File: config.mk
export PLATFORM = sky130hd
export DESIGN_NAME = cluster_dma
export DESIGN_NICKNAME = d
export VERILOG_FILES = /design/src/rtl/cluster_dma_pkg.sv /design/src/rtl/cluster_dma.sv
export VERILOG_INCLUDE_DIRS = /design/src /design/src/rtl
export SDC_FILE = /design/constraint.sdc
export NUM_CORES = 2
export LEC_CHECK = 0
export BUFFER_PORTS_ARGS = -buffer_cell sky130_fd_sc_hd__buf_2
export CAP_MARGIN = 10
export CORE_MARGIN = 4
export CORE_UTILIZATION = 55
export DETAILED_ROUTE_END_ITERATION = 8
export GPL_TIMING_DRIVEN = 0
export PLACE_DENSITY_LB_ADDON = 0.3
export SLEW_MARGIN = 25
export SYNTH_ARGS = -nofsm -noshare
export SYNTH_HDL_FRONTEND = slang
export SYNTH_SLANG_ARGS = --single-unit
File: constraint.sdc
create_clock -name clk -period 54.7 [get_ports clk]
set_input_delay 10.94 -clock clk [delete_from_list [all_inputs] [get_ports clk]]
set_output_delay 10.94 -clock clk [all_outputs]
set_load 0.01 [all_outputs]
File: src/rtl/cluster_dma_regs.svh
// Register offsets, field positions, reset values and limits of the cluster DMA channel.
// Assumes a 32-bit APB with byte addresses and one aligned word per register.
`ifndef CLUSTER_DMA_REGS_SVH
`define CLUSTER_DMA_REGS_SVH

`define CTRL_OFF        8'h00
`define SRC_OFF         8'h04
`define DST_OFF         8'h08
`define CSIZE_OFF       8'h0C
`define COUNT_OFF       8'h10
`define STATUS_OFF      8'h14
`define ISTAT_OFF       8'h18
`define IMASK_OFF       8'h1C

`define CTRL_EN_BIT     0
`define CTRL_AMS_BIT    1
`define CTRL_TEND_BIT   2
`define CTRL_SIZE_LSB   4

`define ISTAT_DONE_BIT  0
`define ISTAT_MODE_BIT  1

`define CSIZE_MAX       6'h20
`define CSIZE_RESET     6'h01
`define COUNT_RESET     16'h0001

`endif

File: src/rtl/cluster_dma_pkg.sv
// Types shared by the cluster DMA channel.
// Assumes nothing beyond a SystemVerilog compiler.
package cluster_dma_pkg;

  // Gray along idle, request, read, write, next
  typedef enum logic [2:0]
  {
    ST_IDLE  = 3'h0,
    ST_REQ   = 3'h1,
    ST_READ  = 3'h3,
    ST_WRITE = 3'h2,
    ST_NEXT  = 3'h6
  } dma_state_type;

  // Data access unit: byte, word, longword
  typedef enum logic [1:0]
  {
    SZ_BYTE = 2'h0,
    SZ_WORD = 2'h1,
    SZ_LONG = 2'h2
  } access_size_type;

endpackage

File: src/rtl/cluster_dma.sv
// Cluster transfer, dual address mode, of one external-bus DMA channel with an APB register slave.
// Assumes an arbiter on bus_req/bus_gnt and an external bus that answers each cycle with ext_ack.
//
// Notes on behaviour
// - Cluster of 1 to 32 bytes read, buffered internally, then written.
// - Dual address cluster mode is used when address mode select is zero.
// - Reads use the source address register, writes the destination address register.
// - All reads of a cluster complete before its writes begin.
// - Cluster size runs from one access unit up to 32 bytes.
// - A one-unit cluster behaves as a dual address block transfer.
// - Bus is held for the whole cluster; nothing else is inserted.
// - Transfer-end output driven only when its enable bit is set.
// - Transfer-end output is active during the final write of the transfer.
// - Transfer acknowledge output is never asserted in this mode.
//
// Local design decisions: the register offsets and the APB slave port.
`include "cluster_dma_regs.svh"
`timescale 1ns/1ps
`default_nettype none

module cluster_dma
(
  input wire logic clk,
  input wire logic rst,
  input wire logic psel,
  input wire logic penable,
  input wire logic pwrite,
  input wire logic [7:0] paddr,
  input wire logic [31:0] pwdata,
  output logic [31:0] prdata,
  output logic pready,
  output logic pslverr,
  output logic bus_req,
  input wire logic bus_gnt,
  output logic bus_lock,
  output logic [31:0] ext_addr,
  output logic [31:0] ext_wdata,
  input wire logic [31:0] ext_rdata,
  output logic ext_rd,
  output logic ext_wr,
  output cluster_dma_pkg::access_size_type ext_size,
  input wire logic ext_ack,
  output logic transfer_end_out_n,
  output logic transfer_acknowledge_out_n,
  output logic irq
);
  import cluster_dma_pkg::*;

  typedef struct packed
  {
    dma_state_type st;
    logic en;
    logic address_mode_select;
    logic transfer_end_out_enable;
    access_size_type asize;
    logic [31:0] source_address_reg;
    logic [31:0] destination_address_reg;
    logic [5:0] csize;
    logic [15:0] count;
    logic [1:0] istat;
    logic [1:0] imask;
    logic [4:0] idx;
    logic [5:0] nacc;
    logic [31:0][31:0] cbuf;
    logic [31:0] addr;
    logic [31:0] wdata;
    logic rd;
    logic wr;
    logic req;
    logic tend;
    logic [31:0] rdata;
  } state_type;

  state_type cur_ff;
  state_type nxt_ff;

  // ---------------------------------------------------------------
  // Helpers
  // ---------------------------------------------------------------
  function automatic logic [2:0] unit_bytes(input access_size_type sz);
    case (sz)
      SZ_BYTE: unit_bytes = 3'h1;
      SZ_WORD: unit_bytes = 3'h2;
      default: unit_bytes = 3'h4;
    endcase
  endfunction

  function automatic logic reg_hit(input logic [7:0] a);
    case (a)
      `CTRL_OFF, `SRC_OFF, `DST_OFF, `CSIZE_OFF, `COUNT_OFF, `STATUS_OFF, `ISTAT_OFF, `IMASK_OFF:
        reg_hit = 1'b1;
      default:
        reg_hit = 1'b0;
    endcase
  endfunction

  logic setup_ph;
  logic wr_en;
  logic [1:0] iset;
  logic [1:0] iclr;
  logic last_acc;
  logic [5:0] accs;

  assign setup_ph = psel && !penable;
  assign wr_en = psel && penable && pwrite && reg_hit(paddr);
  assign last_acc = ({1'b0, cur_ff.idx} == cur_ff.nacc - 6'h01);

  // Accesses per cluster: cluster bytes over unit size, never below one
  // one-unit cluster
  always_comb
  begin
    case (cur_ff.asize)
      SZ_BYTE: accs = cur_ff.csize;
      SZ_WORD: accs = {1'b0, cur_ff.csize[5:1]};
      default: accs = {2'b00, cur_ff.csize[5:2]};
    endcase
    if (accs == 6'h00)
      accs = 6'h01;
  end

  // ---------------------------------------------------------------
  // Next state
  // ---------------------------------------------------------------
  always_comb
  begin
    nxt_ff = cur_ff;
    iset = 2'b00;
    iclr = 2'b00;

    // Read data latched in setup so prdata comes from a flop
    if (setup_ph)
    begin
      case (paddr)
        `CTRL_OFF: nxt_ff.rdata = {26'h0, cur_ff.asize, 1'b0, cur_ff.transfer_end_out_enable,
                                   cur_ff.address_mode_select, cur_ff.en};
        `SRC_OFF: nxt_ff.rdata = cur_ff.source_address_reg;
        `DST_OFF: nxt_ff.rdata = cur_ff.destination_address_reg;
        `CSIZE_OFF: nxt_ff.rdata = {26'h0, cur_ff.csize};
        `COUNT_OFF: nxt_ff.rdata = {16'h0, cur_ff.count};
        `STATUS_OFF: nxt_ff.rdata = {31'h0, cur_ff.st != ST_IDLE};
        `ISTAT_OFF: nxt_ff.rdata = {30'h0, cur_ff.istat};
        `IMASK_OFF: nxt_ff.rdata = {30'h0, cur_ff.imask};
        default: nxt_ff.rdata = 32'h0;
      endcase
    end

    // Software writes; setup registers frozen while a transfer runs
    if (wr_en)
    begin
      case (paddr)
        `CTRL_OFF:
        begin
          if (cur_ff.st == ST_IDLE)
          begin
            nxt_ff.address_mode_select = pwdata[`CTRL_AMS_BIT];
            nxt_ff.transfer_end_out_enable = pwdata[`CTRL_TEND_BIT];
            nxt_ff.asize = (pwdata[`CTRL_SIZE_LSB+1]) ? SZ_LONG :
                           (pwdata[`CTRL_SIZE_LSB] ? SZ_WORD : SZ_BYTE);
            if (pwdata[`CTRL_EN_BIT] && pwdata[`CTRL_AMS_BIT])
              iset[`ISTAT_MODE_BIT] = 1'b1;
            else
              nxt_ff.en = pwdata[`CTRL_EN_BIT];
          end
          else if (!pwdata[`CTRL_EN_BIT])
          begin
            // Stop takes effect at the next cluster boundary
            nxt_ff.en = 1'b0;
          end
        end
        `SRC_OFF:
          if (cur_ff.st == ST_IDLE)
            nxt_ff.source_address_reg = pwdata;
        `DST_OFF:
          if (cur_ff.st == ST_IDLE)
            nxt_ff.destination_address_reg = pwdata;
        `CSIZE_OFF:
        begin
          if (cur_ff.st != ST_IDLE)
            nxt_ff.csize = cur_ff.csize;
          else if (pwdata > {26'h0, `CSIZE_MAX})
            nxt_ff.csize = `CSIZE_MAX;
          else if (pwdata[5:0] == 6'h00)
            nxt_ff.csize = `CSIZE_RESET;
          else
            nxt_ff.csize = pwdata[5:0];
        end
        `COUNT_OFF:
          if (cur_ff.st == ST_IDLE)
            nxt_ff.count = pwdata[15:0];
        `ISTAT_OFF: iclr = pwdata[1:0];
        `IMASK_OFF: nxt_ff.imask = pwdata[1:0];
        default: nxt_ff.imask = cur_ff.imask;
      endcase
    end

    // ---------------------------------------------------------------
    // Transfer sequencer
    // ---------------------------------------------------------------
    case (cur_ff.st)
      ST_IDLE:
      begin
        if (cur_ff.en && cur_ff.count == 16'h0)
        begin
          nxt_ff.en = 1'b0;
          iset[`ISTAT_DONE_BIT] = 1'b1;
        end
        else if (cur_ff.en && !cur_ff.address_mode_select)
          nxt_ff.st = ST_REQ;
      end
      ST_REQ:
      begin
        nxt_ff.req = 1'b1;
        nxt_ff.nacc = accs;
        nxt_ff.idx = 5'h0;
        if (cur_ff.req && bus_gnt)
          nxt_ff.st = ST_READ;
      end
      ST_READ:
      begin
        if (!cur_ff.rd)
        begin
          nxt_ff.rd = 1'b1;
          nxt_ff.addr = cur_ff.source_address_reg;
        end
        else if (ext_ack)
        begin
          nxt_ff.cbuf[cur_ff.idx] = ext_rdata;
          nxt_ff.rd = 1'b0;
          nxt_ff.source_address_reg = cur_ff.source_address_reg + {29'h0, unit_bytes(cur_ff.asize)};
          if (last_acc)
          begin
            nxt_ff.idx = 5'h0;
            nxt_ff.st = ST_WRITE;
          end
          else
            nxt_ff.idx = cur_ff.idx + 5'h01;
        end
      end
      ST_WRITE:
      begin
        if (!cur_ff.wr)
        begin
          nxt_ff.wr = 1'b1;
          nxt_ff.addr = cur_ff.destination_address_reg;
          nxt_ff.wdata = cur_ff.cbuf[cur_ff.idx];
          nxt_ff.tend = cur_ff.transfer_end_out_enable && cur_ff.count == 16'h1 && last_acc;
        end
        else if (ext_ack)
        begin
          nxt_ff.wr = 1'b0;
          nxt_ff.tend = 1'b0;
          nxt_ff.destination_address_reg = cur_ff.destination_address_reg +
                                           {29'h0, unit_bytes(cur_ff.asize)};
          if (last_acc)
          begin
            nxt_ff.req = 1'b0;
            nxt_ff.count = cur_ff.count - 16'h1;
            nxt_ff.st = ST_NEXT;
          end
          else
            nxt_ff.idx = cur_ff.idx + 5'h01;
        end
      end
      ST_NEXT:
      begin
        if (cur_ff.count == 16'h0 || !cur_ff.en)
        begin
          nxt_ff.en = 1'b0;
          iset[`ISTAT_DONE_BIT] = 1'b1;
          nxt_ff.st = ST_IDLE;
        end
        else
          nxt_ff.st = ST_REQ;
      end
      default:
        nxt_ff.st = ST_IDLE;
    endcase

    // Set beats clear on the same cycle
    nxt_ff.istat = (cur_ff.istat & ~iclr) | iset;
  end

  always_ff @(posedge clk or posedge rst)
  begin
    if (rst)
    begin
      cur_ff <= '0;
      cur_ff.st <= ST_IDLE;
      cur_ff.csize <= `CSIZE_RESET;
      cur_ff.count <= `COUNT_RESET;
      cur_ff.nacc <= 6'h01;
    end
    else
    begin
      cur_ff <= nxt_ff;
    end
  end

  // ---------------------------------------------------------------
  // Outputs
  // ---------------------------------------------------------------
  assign prdata = cur_ff.rdata;
  assign pready = 1'b1;
  assign pslverr = psel && penable && !reg_hit(paddr);
  assign bus_req = cur_ff.req;
  assign bus_lock = cur_ff.req && cur_ff.st != ST_REQ;
  assign ext_addr = cur_ff.addr;
  assign ext_wdata = cur_ff.wdata;
  assign ext_rd = cur_ff.rd;
  assign ext_wr = cur_ff.wr;
  assign ext_size = cur_ff.asize;
  assign transfer_end_out_n = !(cur_ff.tend && cur_ff.transfer_end_out_enable);
  assign transfer_acknowledge_out_n = 1'b1;
  assign irq = |(cur_ff.istat & cur_ff.imask);
endmodule

`default_nettype wire

Word level (Yosys, flattened, before mapping). Memories as Yosys holds them, arrays and structs flattened. Cells that the tools add are included.

Reductions and logical operators: 42. Equality and inequality tests: 28. Bitwise operators: 6. Magnitude comparators: 3. Shifts and indexed selects: 0. Div/mod/pow operators: 0. Multipliers: 0. Add/sub/neg operators: 5. Multiplexer cells: 85.

Operators by type and width (count): $bwmux W1024 (1); $mux W32 (13); $pmux W32 S8 (1); $bmux W32 S5 (1); $demux W32 S5 (1); $mux W16 (6); $mux W91 (1); $add A32 B3 Y32 (2); $mux W64 (1); $pmux W32 S2 (1); $mux W3 (15); $mux W5 (7); $eq A8 B5 Y1 const B (4); $gt A32 B6 Y1 const B (1); $mux W6 (5); $ne A2 B2 Y1 const B (12); $mux W1 (21); $eq A16 B1 Y1 const B (1); $eq A8 B4 Y1 const B (2); $logic_not A16 Y1 (1); $sub A16 B1 Y16 const B (1); $pmux W3 S5 (1); $pmux W5 S3 (1); $logic_and A1 B1 Y1 (14); other kinds (35) (55).

Memory bits (writable): 0. Memory bits (read-only): 64. Register bits after elaboration: 1233. Input bits: 79. Memories kept: 2. Word-level logic and storage cells: 223. Latch bits: 0.

Memories: (name not given) (depth 32, bits a word 1, read ports 1, clocked after Yosys merged registers in 0, write ports 0, RTL line cluster_dma.sv:89) `case (a)`; (name not given) (depth 32, bits a word 1, read ports 1, clocked after Yosys merged registers in 0, write ports 0, RTL line cluster_dma.sv:89).

Logic depth before layout (Yosys ltp).
Depth in word-level cells: 10. Gate-level depth with buffers: 12. Gate-level depth less buffers: 9.

Least setup slack after synthesis. Ideal clock, no wire load.

Path kind: input-to-output. Start: input port paddr[5]. End: output port pslverr. Slack: 31.997 ns. Data arrival time: 11.763 ns. Stages: 4. Buffers on the path: 1. Cells stage by stage: or3_1 -> buf_2 -> nor2_1 -> nor2_1.

Word-level cells in the longest chain between the ends: 4.

RTL lines: start: declaration (RTL line cluster_dma.sv:28) `input wire logic [7:0] paddr,`; $logic_not A3 Y1 (RTL line cluster_dma.sv:89); $mux W1 (RTL line cluster_dma.sv:89); $logic_not A1 Y1 (RTL line cluster_dma.sv:304) `assign pslverr = psel && penable && !reg_hit(paddr);`; $logic_and A1 B1 Y1 (RTL line cluster_dma.sv:304); end: declaration (RTL line cluster_dma.sv:32) `output logic pslverr,`.

No other way between the ends.

Final worst setup path. Same ends and word-level chain as after synthesis.

==> metrics.md <==
| Metric | Value |
|---|---|
| Starting Density | `55.6%` |
| Crit path setup slack, layout | `31,640 ps` |
| Crit path time final | `23,060 ps` |
| Detailed-route DRC error count | `22` |
| Number of antenna violations at the first check in global routing | `5` |
| Kind of start point of the critical path | `primary input` |
| Class of the worst hold path | `reg2reg` |
| Data arrival time of the worst path | `12,120 ps` |
| Fraction of registers with async set or reset after synthesis | `100%` |
| Fraction of synthesized cell area in xor and xnor cells | `0.121%` |
| Max Slew Vio Count | `0` |
| Combinational family with the most area after synthesis | `multiplexers` |
| Fraction of the mapped netlist area in simple logic gates | `4.89%` |
| Detailed Route WL | `171,000 microns` |
| Worst Tran Pin Value | `roughly 1200 ps` |
| PD cells | `47.4 nW/um^2` |
| Total routing resource utilization after global routing | `30.9%` |
| Number of cell rows | `118` |
| Total Die Area | `between 100,000 and 150,000 sq um` |
| Wire length of the first global-routing pass | `254,000 microns` |
| Number of antenna-violating nets in the routed design | `0` |
| Share of layout cells above drive strength 1 | `44.2%` |
| Largest driver fanout on the critical path | `9` |
| Placement-stage worst setup slack | `31,650 ps` |
| Post-synthesis cell area | `57,800 sq um` |
| Cell chosen for the clock root | `sky130_fd_sc_hd__clkbuf_16` |
| CTS tree | `built` |
| Fin cells | `5,979` |
| Category of the critical setup timing path | `in2out` |
| Iteration-0 DRC count of the detailed router | `between 4,000 and 5,000` |
| Count of yosys warnings during synthesis | `0` |
| First-pass DRT Iterations | `9` |
| I/O pin count | `186` |
| Highest achievable clock rate | `roughly 0.043 GHz` |
| Dominant cells by area after synthesis | `sky130_fd_sc_hd__dfrtp_1 (53%), sky130_fd_sc_hd__mux2_2 (20%), sky130_fd_sc_hd__mux4_2 (11%), sky130_fd_sc_hd__nand2_1 (1.7%), sky130_fd_sc_hd__buf_4 (1.4%)` |
| Final hold viol count | `0` |
| Worst slew margin relative to its limit | `20.0%` |
| Final total negative setup slack | `0 ps` |
| Ratio of routed vias to standard cells | `6.48` |
| Fin crit share | `between 40% and 50%` |
| Latest clock arrival within the worst-skew pair | `about 740 ps` |
| Hold buffer count at CTS | `0` |
| H-tree lvl count | `4` |
| Core area | `104,000 sq um` |
| Mux contribution to synthesized area | `around a third` |
| Setup fix buffers added after clock tree synthesis | `0` |
| Run status | `finished with violations` |
| Count of fill cells added during filler insertion | `7,839` |
| Average cell area after synthesis | `13.9 sq um` |
| Total number of vias | `38,700` |
| Placed Instances | `5,744` |
| Synth cell count leaders | `sky130_fd_sc_hd__dfrtp_1 (1,230), sky130_fd_sc_hd__mux2_2 (1,034), sky130_fd_sc_hd__mux4_2 (286)` |
| Number of nets in the layout | `4,587` |
| Worst setup EP type | `primary output` |
| Post-synth top area share | `53.3%` |
| Library cells used by synthesis | `73` |
| Die width | `332 microns` |
| Worst Path Required | `roughly 44,000 ps` |
| Clock transition at the register clock pins on the worst setup and hold paths after CTS | `about 60 ps` |
| Post-Synthesis Cells | `4,171` |
| Final weighted congestion in routability-driven placement | `around 0.94` |
| Global route total overflow | `0` |
| Register area share after synthesis | `53.4%` |
| RSZ-0062 raised after global routing | `false` |
| Setup Skew | `26.4 ps` |
| IO Port Bufs | `179` |
| Vertical die dimension | `roughly 330 microns` |
| Post-cts resize count | `0` |
| Detailed Place HPWL | `117,000 microns` |
| Share of the synthesized area in compound gates (AO/OA/AOI/OAI) | `between 5 and 6%` |
| Number of storage elements in the synthesis netlist | `1,233` |
| Maximum number of pins on one net before global-route repair | `103` |
| Total clock buffers created by CTS | `approximately 130` |
| Area growth from synthesis to layout | `12.8%` |
| Average routed wire per standard cell | `28.6 microns` |
| Post-synth EDFFs | `0` |
| Dominant cell type by area after synthesis | `sky130_fd_sc_hd__dfrtp_1` |
| Deepest clock path buffer count | `3` |
| Worst IR Drop VDD | `~0.042 mV` |
| Failing checks | `DRC` |
| Number of max-capacitance violations reported | `0` |
| Most repeated cell in the gate-level netlist after synthesis | `sky130_fd_sc_hd__dfrtp_1` |
| Total setup violations reported at the end of the flow | `0` |
| Ys flop type | `sky130_fd_sc_hd__dfrtp_1` |
| Via count of the first global-routing pass | `39,200` |
| Tightest hold margin | `approximately 480 ps` |
| Pleak | `30.6 nW` |
| Number of sinks driven by the clock tree | `1,233` |
| Share of synthesized cell area in full adder, half adder and majority cells | `0.273%` |
## metrics by stage
step	utilization [%]	total power, mW	area (sq um)
after floorplan	-	1.89	57800
after global placement	58.1	2.14	60400
after detailed placement	58.5	2.17	60800
after CTS	62.7	3.08	65200
after global routing	62.7	3.20	65200
final	62.7	3.09	65200
## kinds of logic (layout without fill, tap and decap cells)
group,Yosys count,in the layout
and+or+nand+nor,613,613
DFF,1233,1233
other,1,5
AOI/OAI and AO/OA,449,449
buffers and inverters,517,941
adders and majority gates,13,13
xor gates and xnor gates,8,8
muxes,1337,1337
## critical path: stages
cell,delay (ps)
sky130_fd_sc_hd__buf_2,100
sky130_fd_sc_hd__or3_1,350
sky130_fd_sc_hd__buf_2,210
sky130_fd_sc_hd__nor2_1,300
sky130_fd_sc_hd__nor2_1,70
sky130_fd_sc_hd__buf_2,150
## per-layer routing
metal	track usage, %	wire [microns]	vias up
li1	-	-	16000
met1	40.8	66100	20300
met2	48.3	79500	1905
met3	7.80	15900	500
met4	14.7	9620	0
met5	0	0	-
## where the power goes
group / switching [mW] / internal [mW]
Clock: 0.376 / 0.534
Sequential: 0.134 / 1.18
Combinational: 0.429 / 0.443
## cell usage in the layout, fill, tap and decap left out, drive strengths merged, types with 5 or more instances in the layout
cell and instances:
nor3 35, mux4 286, a222oi 14, o32ai 10
a311o 12, nand2b 6, a21o 10, nor2 133
nand3 71, clkinv 32, nor4 21, a221oi 22
a22oi 66, a31oi 35, o22ai 20, dfrtp 1230
inv 40, buf 472, nand2 270, clkbuf 388
a211oi 28, and2 8, o211ai 5, a311oi 19
or2 7, bufinv 9, and3 19, o221a 9
mux2 1034, mux2i 17, ha 11, o21ai 72
a21oi 97, a22o 7, nand4 18
## layout make-up
class                           instances  area, sq um  area share, %
Clock inverter                         44          536          0.821
Timing Repair Buffer                  192         1250           1.92
Multi-Input combinational cell       2422        24400           37.4
Clock buffer                          188         3860           5.92
Tap cell                             1380         1730           2.65
Buffer                                480         2410           3.70
Antenna cell                            3         7.51         0.0115
Inverter                               37          146          0.225
Sequential cell                      1233        30900           47.3
## flip-flops by register name, indices dropped and copies added, names as in the netlist
register   flops
bus_req        1
cur_ff      1132
ext_addr      32
ext_rd         1
ext_size       2
ext_wdata     32
ext_wr         1
prdata        32
## final timing paths
path / start / end / slack, ps / depth (start not counted)
min in group asynchronous: rst / cur_ff[604] / 10290 / 2
worst min register to register: ext_addr[17] / ext_addr[17] / 480 / 2
worst min-delay path: ext_addr[17] / ext_addr[17] / 480 / 2
max in group asynchronous: rst / cur_ff[332] / 41880 / 7
worst max register to register: cur_ff[1131] / cur_ff[283] / 50050 / 10
worst max-delay path: paddr[5] / pslverr / 31640 / 6
Power figures use the tool's default switching activity.
